[config.mk]
export PLATFORM = sky130hd
export DESIGN_NAME = mmd_decoder
export DESIGN_NICKNAME = d
export VERILOG_FILES = /design/src/mmd_pkg.sv /design/src/mmd_decoder.sv /design/src/mmd_cfg_regs.sv
export VERILOG_INCLUDE_DIRS = /design/src
export SDC_FILE = /design/constraint.sdc
export NUM_CORES = 1
export LEC_CHECK = 0
export ABC_AREA = 1
export ABC_CLOCK_PERIOD_IN_PS = 2900
export BUFFER_PORTS_ARGS = -buffer_cell sky130_fd_sc_hd__buf_2
export CAP_MARGIN = 20
export CORE_MARGIN = 4
export CORE_UTILIZATION = 25
export CTS_CLUSTER_SIZE = 30
export DETAILED_ROUTE_END_ITERATION = 10
export GPL_TIMING_DRIVEN = 0
export SYNTH_ARGS = -nofsm -noshare
export SYNTH_HDL_FRONTEND = slang
export SYNTH_SLANG_ARGS = --single-unit
[constraint.sdc]
create_clock -name clk -period 2.9 [get_ports clk]
set_input_delay 0.87 -clock clk [delete_from_list [all_inputs] [get_ports clk]]
set_output_delay 0.87 -clock clk [all_outputs]
set_load 0.01 [all_outputs]
[src/mmd_regs.svh]
// offsets, fields, reset values and address bounds of the memory map decoder
`ifndef MMD_REGS_SVH
`define MMD_REGS_SVH
`define MMD_OFF_MEM_SIZE 4'h0
`define MMD_OFF_XRAM_SIZE 4'h4
`define MMD_OFF_CTRL 4'h8
`define MMD_OFF_STATUS 4'hc
`define MMD_MEM_SIZE_RST 8'hcf
`define MMD_XRAM_SIZE_RST 8'h0c
`define MMD_MS_16K 8'h04
`define MMD_MS_24K 8'hc6
`define MMD_MS_32K 8'hc8
`define MMD_MS_48K 8'hcc
`define MMD_MS_60K 8'hcf
`define MMD_XS_NONE 8'h0c
`define MMD_XS_1K 8'h0a
`define MMD_XS_2K 8'h0b
`define MMD_XS_4K 8'h04
`define MMD_XS_6K 8'h00
`define MMD_CTRL_BOOT_SWAP 0
`define MMD_CTRL_BC0_PROTECT 1
`define MMD_CTRL_DEBUG_EN 2
`define MMD_CTRL_BANK_LSB 4
`define MMD_CTRL_BANK_W 3
`define MMD_VEC_END 16'h003f
`define MMD_CALL_END 16'h007f
`define MMD_OPT_LO 16'h0080
`define MMD_OPT_HI 16'h0084
`define MMD_DBG_LO 16'h0085
`define MMD_DBG_HI 16'h008e
`define MMD_CLUSTER1_OFS 16'h1000
`define MMD_BC0_END 16'h0fff
`define MMD_BANK_LO 16'h8000
`define MMD_BANK_HI 16'hbfff
`define MMD_SFR_LO 16'hff00
`define MMD_GPR_LO 16'hfee0
`define MMD_HSRAM_LO 16'hfb00
`define MMD_HSRAM_SMALL_LO 16'hfc00
`define MMD_XRAM_END 16'hf7ff
`define MMD_XRAM_6K_LO 16'he000
`define MMD_XRAM_4K_LO 16'he800
`define MMD_XRAM_2K_LO 16'hf000
`define MMD_XRAM_1K_LO 16'hf400
`define MMD_ROM_16K_END 16'h3fff
`define MMD_ROM_24K_END 16'h5fff
`define MMD_ROM_32K_END 16'h7fff
`define MMD_ROM_48K_END 16'hbfff
`define MMD_ROM_60K_END 16'hefff
`endif

[src/mmd_pkg.sv]
// types of the memory map decoder
package mmd_pkg;
  typedef enum logic [3:0] {
    MMD_RG_NONE = 4'h0,
    MMD_RG_VECTOR = 4'h1,
    MMD_RG_CALL_TABLE = 4'h2,
    MMD_RG_OPTION = 4'h3,
    MMD_RG_DEBUG_ID = 4'h4,
    MMD_RG_FLASH = 4'h5,
    MMD_RG_XRAM = 4'h6,
    MMD_RG_HSRAM = 4'h7,
    MMD_RG_GPR = 4'h8,
    MMD_RG_SFR = 4'h9
  } mmd_region_t;

  typedef struct packed {
    logic valid;
    logic write;
    logic fetch;
    logic [15:0] addr;
  } mmd_cpu_req_t;

  typedef struct packed {
    logic [9:0] sel;
    mmd_region_t region;
    logic [16:0] flash_addr;
    logic [12:0] ram_addr;
    logic blocked;
  } mmd_route_t;

  typedef enum logic [1:0] {
    MMD_WR_IDLE = 2'b00,
    MMD_WR_RESP = 2'b01
  } mmd_wr_state_t;
endpackage

[src/mmd_decoder.sv]
// memory map decoder: cpu address to region select, with axi4-lite size registers
`timescale 1ns/100ps
`include "mmd_regs.svh"
module mmd_decoder #(
  parameter int BANK_COUNT = 6,
  parameter bit DEBUG_VARIANT = 1'b1
) (
  // clock and reset
  input wire logic clk,
  input wire logic rst_n,
  // cpu request
  input wire mmd_pkg::mmd_cpu_req_t cpu_req,
  // region routing and registered size codes
  output mmd_pkg::mmd_route_t route_ff,
  output logic [7:0] mem_size_out_ff,
  output logic [7:0] xram_size_out_ff,
  // axi4-lite write address
  input wire logic s_awvalid,
  output logic s_awready,
  input wire logic [31:0] s_awaddr,
  input wire logic [2:0] s_awprot,
  // axi4-lite write data
  input wire logic s_wvalid,
  output logic s_wready,
  input wire logic [31:0] s_wdata,
  input wire logic [3:0] s_wstrb,
  // axi4-lite write response
  output logic s_bvalid,
  input wire logic s_bready,
  output logic [1:0] s_bresp,
  // axi4-lite read address
  input wire logic s_arvalid,
  output logic s_arready,
  input wire logic [31:0] s_araddr,
  input wire logic [2:0] s_arprot,
  // axi4-lite read data
  output logic s_rvalid,
  input wire logic s_rready,
  output logic [31:0] s_rdata,
  output logic [1:0] s_rresp
);
  localparam logic [1:0] RESP_OKAY = 2'b00;
  localparam logic [1:0] RESP_SLVERR = 2'b10;

  logic [7:0] mem_size;
  logic [7:0] xram_size;
  logic [7:0] ctrl;
  logic [7:0] cfg_rd;
  logic aw_held_ff;
  logic w_held_ff;
  logic [31:0] awaddr_ff;
  logic [31:0] wdata_ff;
  logic [3:0] wstrb_ff;
  logic bvalid_ff;
  logic [1:0] bresp_ff;
  logic rpend_ff;
  logic rvalid_ff;
  logic [31:0] araddr_ff;
  logic [31:0] rdata_ff;
  logic [1:0] rresp_ff;
  mmd_pkg::mmd_wr_state_t wr_state_ff;
  logic wr_fire;
  logic wr_ok;
  logic [1:0] wr_idx;
  logic [2:0] wr_code;
  logic [2:0] rd_code;
  logic [1:0] rd_idx;
  logic [7:0] bc0_block_cnt_ff;
  mmd_pkg::mmd_route_t nxt_route;

  // register index from byte address, 3'h3 for the status word, 3'h7 for unmapped
  function automatic logic [2:0] reg_index(input logic [31:0] a);
    logic [2:0] r;
    r = 3'h7;
    if (a[31:4] == 28'h0000000 && a[1:0] == 2'b00) begin
      r = {1'b0, a[3:2]};
    end
    return r;
  endfunction

  // size code to top flash address, zero if invalid
  function automatic logic [15:0] rom_end(input logic [7:0] code);
    logic [15:0] e;
    e = 16'h0000;
    unique case (code)
      `MMD_MS_16K: e = `MMD_ROM_16K_END;
      `MMD_MS_24K: e = `MMD_ROM_24K_END;
      `MMD_MS_32K: e = `MMD_ROM_32K_END;
      `MMD_MS_48K: e = `MMD_ROM_48K_END;
      `MMD_MS_60K: e = `MMD_ROM_60K_END;
      default: e = 16'h0000;
    endcase
    return e;
  endfunction

  // size code to expansion ram base, ffffh none
  function automatic logic [15:0] xram_lo(input logic [7:0] code);
    logic [15:0] b;
    b = 16'hffff;
    unique case (code)
      `MMD_XS_1K: b = `MMD_XRAM_1K_LO;
      `MMD_XS_2K: b = `MMD_XRAM_2K_LO;
      `MMD_XS_4K: b = `MMD_XRAM_4K_LO;
      `MMD_XS_6K: b = `MMD_XRAM_6K_LO;
      default: b = 16'hffff;
    endcase
    return b;
  endfunction

  function automatic logic in_range(input logic [15:0] a, input logic [15:0] lo,
                                    input logic [15:0] hi);
    return (a >= lo) && (a <= hi);
  endfunction

  mmd_cfg_regs #(
    .MEM_RST(`MMD_MEM_SIZE_RST),
    .XRAM_RST(`MMD_XRAM_SIZE_RST)
  ) u_cfg (
    .clk(clk),
    .rst_n(rst_n),
    .wr_en(wr_ok),
    .wr_idx(wr_idx),
    .wr_data(wdata_ff[7:0]),
    .rd_idx(rd_idx),
    .rd_data_ff(cfg_rd),
    .mem_size_ff(mem_size),
    .xram_size_ff(xram_size),
    .ctrl_ff(ctrl)
  );

  // write channel capture, either order
  always_ff @(posedge clk or negedge rst_n) begin
    if (!rst_n) begin
      aw_held_ff <= 1'b0;
      awaddr_ff <= 32'h00000000;
    end else if (s_awvalid && s_awready) begin
      aw_held_ff <= 1'b1;
      awaddr_ff <= s_awaddr;
    end else if (wr_fire) begin
      aw_held_ff <= 1'b0;
    end
  end

  always_ff @(posedge clk or negedge rst_n) begin
    if (!rst_n) begin
      w_held_ff <= 1'b0;
      wdata_ff <= 32'h00000000;
      wstrb_ff <= 4'h0;
    end else if (s_wvalid && s_wready) begin
      w_held_ff <= 1'b1;
      wdata_ff <= s_wdata;
      wstrb_ff <= s_wstrb;
    end else if (wr_fire) begin
      w_held_ff <= 1'b0;
    end
  end

  assign s_awready = !aw_held_ff && wr_state_ff == mmd_pkg::MMD_WR_IDLE;
  assign s_wready = !w_held_ff && wr_state_ff == mmd_pkg::MMD_WR_IDLE;
  assign wr_fire = aw_held_ff && w_held_ff && wr_state_ff == mmd_pkg::MMD_WR_IDLE;
  assign wr_code = reg_index(awaddr_ff);
  assign rd_code = reg_index(araddr_ff);
  assign wr_idx = wr_code[1:0];
  // store is read on the address edge so data is fresh one edge later
  assign rd_idx = (s_arvalid && s_arready) ? s_araddr[3:2] : araddr_ff[3:2];
  // status word and unmapped addresses are not writable
  assign wr_ok = wr_fire && !wr_code[2] && wr_idx != 2'h3 && wstrb_ff[0];

  always_ff @(posedge clk or negedge rst_n) begin
    if (!rst_n) begin
      wr_state_ff <= mmd_pkg::MMD_WR_IDLE;
      bvalid_ff <= 1'b0;
      bresp_ff <= RESP_OKAY;
    end else begin
      unique case (wr_state_ff)
        mmd_pkg::MMD_WR_IDLE: begin
          if (wr_fire) begin
            wr_state_ff <= mmd_pkg::MMD_WR_RESP;
            bvalid_ff <= 1'b1;
            bresp_ff <= wr_code[2] ? RESP_SLVERR : RESP_OKAY;
          end
        end
        mmd_pkg::MMD_WR_RESP: begin
          if (s_bready) begin
            wr_state_ff <= mmd_pkg::MMD_WR_IDLE;
            bvalid_ff <= 1'b0;
          end
        end
        default: wr_state_ff <= mmd_pkg::MMD_WR_IDLE;
      endcase
    end
  end

  assign s_bvalid = bvalid_ff;
  assign s_bresp = bresp_ff;

  // read: capture address, one cycle for the registered store, then answer
  always_ff @(posedge clk or negedge rst_n) begin
    if (!rst_n) begin
      rpend_ff <= 1'b0;
      araddr_ff <= 32'h00000000;
    end else if (s_arvalid && s_arready) begin
      rpend_ff <= 1'b1;
      araddr_ff <= s_araddr;
    end else begin
      rpend_ff <= 1'b0;
    end
  end

  assign s_arready = !rpend_ff && !rvalid_ff;

  always_ff @(posedge clk or negedge rst_n) begin
    if (!rst_n) begin
      rvalid_ff <= 1'b0;
      rdata_ff <= 32'h00000000;
      rresp_ff <= RESP_OKAY;
    end else if (rpend_ff) begin
      rvalid_ff <= 1'b1;
      rresp_ff <= rd_code[2] ? RESP_SLVERR : RESP_OKAY;
      if (rd_code[2]) begin
        rdata_ff <= 32'h00000000;
      end else if (araddr_ff[3:2] == 2'h3) begin
        rdata_ff <= {16'h0000, bc0_block_cnt_ff, 4'h0, route_ff.region};
      end else begin
        rdata_ff <= {24'h000000, cfg_rd};
      end
    end else if (rvalid_ff && s_rready) begin
      rvalid_ff <= 1'b0;
    end
  end

  assign s_rvalid = rvalid_ff;
  assign s_rdata = rdata_ff;
  assign s_rresp = rresp_ff;

  // address decode of one cpu access
  always_comb begin
    logic [15:0] a;
    logic [15:0] rend;
    logic [15:0] xlo;
    logic [15:0] hs_lo;
    logic swap;
    logic [2:0] bank;
    a = cpu_req.addr;
    rend = rom_end(mem_size);
    xlo = xram_lo(xram_size);
    // smallest size trades high-speed ram down to 736 bytes
    hs_lo = (mem_size == `MMD_MS_16K) ? `MMD_HSRAM_SMALL_LO : `MMD_HSRAM_LO;
    swap = ctrl[`MMD_CTRL_BOOT_SWAP];
    bank = ctrl[`MMD_CTRL_BANK_LSB +: `MMD_CTRL_BANK_W];
    nxt_route = '0;
    nxt_route.region = mmd_pkg::MMD_RG_NONE;
    // full 16-bit space, one decode for code and data except working registers, where fetches map to none
    if (!cpu_req.valid) begin
      nxt_route.region = mmd_pkg::MMD_RG_NONE;
    end else if (a >= `MMD_SFR_LO) begin
      nxt_route.region = mmd_pkg::MMD_RG_SFR;
    end else if (a >= `MMD_GPR_LO) begin
      nxt_route.region = cpu_req.fetch ? mmd_pkg::MMD_RG_NONE : mmd_pkg::MMD_RG_GPR;
    // high-speed ram below the working registers
    end else if (a >= hs_lo) begin
      nxt_route.region = mmd_pkg::MMD_RG_HSRAM;
      nxt_route.ram_addr = 13'(a - hs_lo);
    end else if (xlo != 16'hffff && in_range(a, xlo, `MMD_XRAM_END)) begin
      nxt_route.region = mmd_pkg::MMD_RG_XRAM;
      nxt_route.ram_addr = 13'(a - xlo);
    end else if (rend != 16'h0000 && a <= rend) begin
      nxt_route.flash_addr = {1'b0, a};
      if (a <= `MMD_VEC_END) begin
        nxt_route.region = mmd_pkg::MMD_RG_VECTOR;
      end else if (a <= `MMD_CALL_END) begin
        nxt_route.region = mmd_pkg::MMD_RG_CALL_TABLE;
      // option bytes, cluster 1 copy under boot swap
      end else if (in_range(a, `MMD_OPT_LO, `MMD_OPT_HI)
                   || (swap && in_range(a, `MMD_OPT_LO + `MMD_CLUSTER1_OFS,
                                        `MMD_OPT_HI + `MMD_CLUSTER1_OFS))) begin
        nxt_route.region = mmd_pkg::MMD_RG_OPTION;
      end else if (DEBUG_VARIANT && ctrl[`MMD_CTRL_DEBUG_EN]
                   && (in_range(a, `MMD_DBG_LO, `MMD_DBG_HI)
                       || (swap && in_range(a, `MMD_DBG_LO + `MMD_CLUSTER1_OFS,
                                            `MMD_DBG_HI + `MMD_CLUSTER1_OFS)))) begin
        nxt_route.region = mmd_pkg::MMD_RG_DEBUG_ID;
      end else begin
        nxt_route.region = mmd_pkg::MMD_RG_FLASH;
      end
      // bank window goes to selected bank above common area
      if (BANK_COUNT > 0 && mem_size == `MMD_MS_48K
          && in_range(a, `MMD_BANK_LO, `MMD_BANK_HI)) begin
        if (32'(bank) < BANK_COUNT) begin
          nxt_route.flash_addr = 17'(32'(`MMD_BANK_LO) + 32'(bank) * 32'h4000
                                     + 32'(a[13:0]));
        end else begin
          nxt_route.region = mmd_pkg::MMD_RG_NONE;
        end
      end
      // protected boot cluster 0 refuses writes
      if (cpu_req.write && ctrl[`MMD_CTRL_BC0_PROTECT] && a <= `MMD_BC0_END) begin
        nxt_route.blocked = 1'b1;
        nxt_route.region = mmd_pkg::MMD_RG_NONE;
      end
    end
    // one-hot select from the region code
    if (nxt_route.region != mmd_pkg::MMD_RG_NONE) begin
      nxt_route.sel = 10'(10'h001 << nxt_route.region);
    end
  end

  always_ff @(posedge clk or negedge rst_n) begin
    if (!rst_n) begin
      route_ff <= '0;
    end else begin
      route_ff <= nxt_route;
    end
  end

  // blocked write counter, saturating
  always_ff @(posedge clk or negedge rst_n) begin
    if (!rst_n) begin
      bc0_block_cnt_ff <= 8'h00;
    end else if (nxt_route.blocked && bc0_block_cnt_ff != 8'hff) begin
      bc0_block_cnt_ff <= bc0_block_cnt_ff + 8'h01;
    end
  end

  always_ff @(posedge clk or negedge rst_n) begin
    if (!rst_n) begin
      mem_size_out_ff <= `MMD_MEM_SIZE_RST;
      xram_size_out_ff <= `MMD_XRAM_SIZE_RST;
    end else begin
      mem_size_out_ff <= mem_size;
      xram_size_out_ff <= xram_size;
    end
  end
endmodule

[src/mmd_cfg_regs.sv]
// register store for size, control and bank settings
`timescale 1ns/100ps
module mmd_cfg_regs #(
  parameter logic [7:0] MEM_RST = 8'hcf,
  parameter logic [7:0] XRAM_RST = 8'h0c
) (
  // clock and reset
  input wire logic clk,
  input wire logic rst_n,
  // write port
  input wire logic wr_en,
  input wire logic [1:0] wr_idx,
  input wire logic [7:0] wr_data,
  // read port, registered
  input wire logic [1:0] rd_idx,
  output logic [7:0] rd_data_ff,
  // stored values
  output logic [7:0] mem_size_ff,
  output logic [7:0] xram_size_ff,
  output logic [7:0] ctrl_ff
);
  always_ff @(posedge clk or negedge rst_n) begin
    if (!rst_n) begin
      mem_size_ff <= MEM_RST;
      xram_size_ff <= XRAM_RST;
      ctrl_ff <= 8'h00;
    end else if (wr_en) begin
      unique case (wr_idx)
        2'h0: mem_size_ff <= wr_data;
        2'h1: xram_size_ff <= wr_data;
        2'h2: ctrl_ff <= wr_data;
        default: ;
      endcase
    end
  end

  always_ff @(posedge clk or negedge rst_n) begin
    if (!rst_n) begin
      rd_data_ff <= 8'h00;
    end else begin
      unique case (rd_idx)
        2'h0: rd_data_ff <= mem_size_ff;
        2'h1: rd_data_ff <= xram_size_ff;
        2'h2: rd_data_ff <= ctrl_ff;
        default: rd_data_ff <= 8'h00;
      endcase
    end
  end
endmodule

# == Yosys cells after proc, flatten, opt, wreduce, memory -nomap -nowiden ==
# Cells that the tools add are included.
# op_classes
n_lt_le_gt_ge,20
shifts,1
eq_ne,19
muxes,50
n_addsub,5
n_reduce_logical,56
# op_table
cell,count
$mux W31,3
$pmux W16 S5,1
$logic_not A28 Y1,2
$pmux W13 S4,1
$mux W17,3
$ge A16 B16 Y1 const B,3
$mux W21,2
$eq A8 B8 Y1 const B,4
$ge A16 B13 Y1 const B,2
$ge A16 B16 Y1,2
$ge A16 B8 Y1 const B,2
$le A16 B13 Y1 const B,2
$le A16 B16 Y1 const B,2
$le A16 B8 Y1 const B,2
$mux W16,2
$mux W4,8
$logic_and A1 B1 Y1,29
$mux W13,2
$sub A13 B13 Y13,2
$pmux W8 S3,1
$add A16 B17 Y17 const A,1
$add A17 B14 Y17,1
$eq A8 B3 Y1 const B,2
$eq A8 B4 Y1 const B,2
28 further kinds,70
# totals
input_bits,132
wordCells,176
out_inout_bits,102
ff_bits,217

# == Longest topological paths before layout ==
# depth
depth_word,20
ltp_mapped,25

# == Hierarchy ==
# A second synthesis with hierarchy kept.
# hier_totals
cells_unflattened,995
area_unflattened_um2,9497.9
# by_module_without_submodules
module,area_each_um2,seq_area_each_um2,instances,cells_per_inst
mmd_decoder,8057.7,4139.0,1,843
mmd_cfg_regs,1440.1,810.8,1,152

# == Worst setup path after synthesis ==
# OpenSTA, ideal clock, no wires.
# synth_timing
path_type,register to register
from,register u_cfg.mem_size_ff[3]
to,register bc0_block_cnt_ff[1]
slack_ps,138
period_less_slack_ps,2762
setup_ps,121
path_stages_with_launch,22
n_path_buf,1
required_ps,2779
t_arrival_ps,2641
path_cell_list,dfstp_2 -> inv_2 -> nand3_1 -> inv_1 -> nand3_2 -> nand2_2 -> nor2_4 -> nand2_4 -> inv_1 -> ha_1 -> a21o_1 -> nor2_1 -> nand2_1 -> nand2_1 -> nand2_1 -> nand2_1 -> nand2_4 -> nor2_4 -> nand3b_4 -> clkinv_4 -> buf_12 -> o21ai_1
# synth_between
elab_chain_cells,11
# synth_rtl
element,line,source
from (decl),mmd_cfg_regs.sv:18,"output logic [7:0] mem_size_ff,"
from (signal assigned),mmd_cfg_regs.sv:29,2'h0: mem_size_ff <= wr_data;
$eq A8 B8 Y1 / $eq A8 B3 Y1 (equally long branches),mmd_decoder.sv:85,unique case (code)
$pmux W16 S5,mmd_decoder.sv:85,
$le A16 B16 Y1 / $reduce_bool A16 Y1 (equally long branches),mmd_decoder.sv:267,end else if (rend != 16'h0000 && a <= rend) begin
$logic_and A1 B1 Y1,mmd_decoder.sv:267,
$mux W1,mmd_decoder.sv:267,
$mux W1,mmd_decoder.sv:264,"end else if (xlo != 16'hffff && in_range(a, xlo, `MMD_XRAM_END)) begin"
$mux W1 *,mmd_decoder.sv:261,end else if (a >= hs_lo) begin
$mux W31 *,mmd_decoder.sv:258,end else if (a >= `MMD_GPR_LO) begin
$mux W31 *,mmd_decoder.sv:256,end else if (a >= `MMD_SFR_LO) begin
$mux W31 *,mmd_decoder.sv:254,if (!cpu_req.valid) begin
$logic_and A1 B1 Y1 *,mmd_decoder.sv:320,end else if (nxt_route.blocked && bc0_block_cnt_ff != 8'hff) begin
to (signal assigned),mmd_decoder.sv:321,bc0_block_cnt_ff <= bc0_block_cnt_ff + 8'h01;
to (decl),mmd_decoder.sv:68,logic [7:0] bc0_block_cnt_ff;
# Mark *: on every way between the ends. The rest lies on a longest branch, timed or not.
# A chain may end at the register's enable or synchronous reset.

==> flow_summary.yaml <==
run:
  cap_violations: 0
synth:
  synth_warnings: 0
  synthTopCellsByArea: "dfrtp_1 (47%), nand2_1 (10%), ha_1 (4.4%)"
  synth_top_area_frac: 0.473
  synth-xor-area-share: 0.0146
  ys_ff_latch: 197
  synth_top_family_by_area: "simple AND/OR/NAND/NOR gates"
  yosysTopAreaCell: "dfrtp_1"
  synthArstFlopShare: 1.00
  yosys.area_share.adder: 0.0486
  yosysSeqAreaShare: 0.517
  syn_avg_cell_area_um2: 9.34
  synth_edf_count: 0
  synth_flop_cell: "dfrtp_1"
  netlist_instances: 1026
  synth_compound_area_frac: 0.0804
  synthDistinctLibCells: 56
  muxShareOfSynthArea: 0.0388
  synth-simple-area-share: 0.237
  netlist_area_um2: 9580
cells_and_area:
  multiInputGateArea_um2: 4640
  final_util: 0.341
  ff_latch_area_um2: 4950
  syn_to_final_growth_pct: 34.3
  final_nets: 1457
  antenna_cells: 0
  drive_gt1_frac: 0.380
  fillers: 3885
timing:
  setup_viol: 35
  fin_skew_ns: 0.0242
  tightest_slew_ns: 0.624
  setup_slack_ns: -0.270
  rsz0062_at_grt: "yes"
  maxSlewHeadroom: 0.584
  fmax_mhz: 315
  hold_violations: 0
  slew_violations: 0
  post-route-min-period_ns: 3.17
  fin_crit_sh: 1.09
  fin_hold_ws_ns: 0.362
critical_path:
  crit_path_max_incr_delay_ns: 0.58
  cp_data_arrival_time_ns: 3.50
  cp-endpoint: "route_ff[36]$_DFF_PN0_"
  reg2reg_slack_ns: -0.27
  crit_chain: "nand3_4 -> nor2_4 -> nand2_4 -> nand2_4 -> nor2_4 -> nand2_4 -> clkinvlp_4 -> buf_12 -> ha_4 -> a21o_1 -> nor2_1 -> nand2_1 -> nand2_1 -> nand2_1 -> nand2_2 -> nand4_1 -> buf_4 -> nor2_4 -> nor2_4 -> nand2_2 -> nor2_1"
  r2r-end: "route_ff[36]$_DFF_PN0_"
  reg2reg_from: "u_cfg.mem_size_ff[6]$_DFFE_PN1P_"
  path_depth: 21
  crit_start: "u_cfg.mem_size_ff[6]$_DFFE_PN1P_"
  path_buf_inv: 3
  cp-end-kind: "flip-flop"
  cp_max_fo: 6
  start_kind: "flip-flop"
  cp.required_ns: 3.23
  crit_slowest_cell: "dfstp_2"
  crit_path_frequent_cell: "nor2_4"
  worst-setup-path-type: "reg2reg"
  r2r_cells: 21
  crit_family: "simple AND/OR/NAND/NOR gates"
power:
  leakagePower_nw: 6.38
  peakVddDrop_v: 0.000371
  p_per_area_nw_per_um2: 587
routing:
  drt_wl_total_um: 28300
  avgViaCountPerCell: 4.36
  wl_per_cell_um: 15.6
  first_pass_iters: 6
  vias: 7897
  ant_nets: 0
  drc: 0
  drt_iter0_drc: 462
clock_tree:
  ctsHoldBuffers: 0
  cts_tree: "done"
  cts-root-buf: "clkbuf_16"
  cts_max_level: 4
  clkSinkCount: 197
  clk_latency_ns: 0.45
  cts_buffers: 17
  cts_buffer_depth: 2
  clk_pin_slew_ns: 0.09
place:
  place.gp.congestion: 0.877
  dp_hpwl_um: 21100
  numPortBuffers: 182
  place_ws_ns: -0.554
floorplan:
  rows: 71
  ioPinCount: 234
  die_h_um: 204
  die_area_um2: 41500
  core_um2: 37800
  initial_utilization: 0.254
  die_w_um: 204
status:
  violations: "setup timing"
  outcome: "finished, violations left"
global_routing:
  grt_pass1_vias: 8037
  grtUsageTotal: 0.135
  grt_first_pass_wirelength_um: 43700
  antenna_found_initial: 2
  overflow: 0
  grt_start_max_net_pins: 124
hold_path:
  hold_path.class: "in2async"
-- Yosys cell counts, drive strengths merged, types with 16 or more instances --
library cell / number
inv: 95
nand3: 44
dfstp: 16
ha: 34
a21oi: 36
buf: 28
nor3: 18
nor2: 111
o21ai: 51
dfrtp: 181
mux2: 33
nand2: 285
-- metal layers --
metal,routed length (µm),up-vias,GRT usage
met5,20,-,0
met4,687,4,0.0482
met3,1350,48,0.0326
met2,13600,204,0.220
met1,12700,3771,0.176
li1,-,3870,-
-- layout make-up --
cell class	count	share of cell area
Sequential cell	197	0.385
Multi-Input combinational cell	715	0.360
Timing Repair Buffer	226	0.106
Tap cell	511	0.0497
Clock buffer	17	0.0331
Inverter	96	0.0291
Buffer	36	0.0197
Clock inverter	15	0.0165
-- power by group --
group	internal, W	switching, W	leakage, nW
registers	0.00324	0.000343	2.47
logic	0.000608	0.000822	3.60
clock network	0.00127	0.00126	0.309
-- metrics by stage --
step	total power, W	std cells	area [µm²]	setup TNS [ns]
after floorplan	0.00449	1044	9650	0
after global placement	0.00499	1737	11200	-460.62
after detailed placement	0.00506	1738	11200	-18.25
after CTS	0.00767	1798	12400	-1.55
after global routing	0.00806	1813	12900	-13.40
final	0.00756	1813	12900	-7.05
-- cells in the final DEF (no fill, tap or decap), types with 24 or more instances in the layout --
cell	count
ha_1	24
nand3_1	29
o21ai_0	38
mux2_2	33
dfrtp_1	177
nand2_1	251
nor2_1	67
buf_2	182
nor2_4	28
inv_1	73
a21oi_1	35
buf_4	50
-- worst reg2reg max path, delay by kind of cell (launching register included) --
| kind | cells | cell delay (ns) |
|---|---|---|
| adder cells (fa/ha/maj) | 1 | 0.21 |
| AO/OA/AOI/OAI | 1 | 0.15 |
| buffers and inverters | 3 | 0.64 |
| flip-flops | 1 | 0.58 |
| AND/OR/NAND/NOR | 16 | 1.48 |
-- sequential cells by signal (all words and copies together), names as in the netlist, 8 cells and up --
| register | cells |
|---|---|
| route_ff | 45 |
| araddr_ff | 32 |
| awaddr_ff | 32 |
| s_rdata | 16 |
| bc0_block_cnt_ff | 8 |
| mem_size_out_ff | 8 |
| u_cfg.ctrl_ff | 8 |
| u_cfg.mem_size_ff | 8 |
| u_cfg.rd_data_ff | 8 |
| u_cfg.xram_size_ff | 8 |
| wdata_ff | 8 |
| xram_size_out_ff | 8 |
-- repair_timing --
item | 4_1_cts | 5_1_grt
buffers inserted | 26 | 15
gates cloned | 2 | 0
resized for setup | 63 | 75
pin swaps | 11 | 24
setup endpoints to repair | 49 | 48
hold endpoints to repair | 0 | 0
-- logic make-up (layout without fill, tap and decap cells) --
family                     Yosys count  in the layout
AOI/OAI and AO/OA                  123            123
adders and majority gates           36             36
other                                1             19
and+or+nand+nor                    488            488
xor gates and xnor gates            16             16
muxes                               33             33
DFF                                197            197
buffers and inverters              132            390
-- worst min path at each step --
stage / slack (ns) / end
3_3_place_gp: 0.38 / mem_size_out_ff[3]$_DFF_PN1_
3_5_place_dp: 0.38 / mem_size_out_ff[3]$_DFF_PN1_
6_report: 0.36 / route_ff[24]$_DFF_PN0_
4_1_cts: 0.38 / route_ff[24]$_DFF_PN0_
5_1_grt: 0.39 / route_ff[24]$_DFF_PN0_
2_1_floorplan: 0.37 / mem_size_out_ff[3]$_DFF_PN1_
Power figures use the tool's default switching activity.
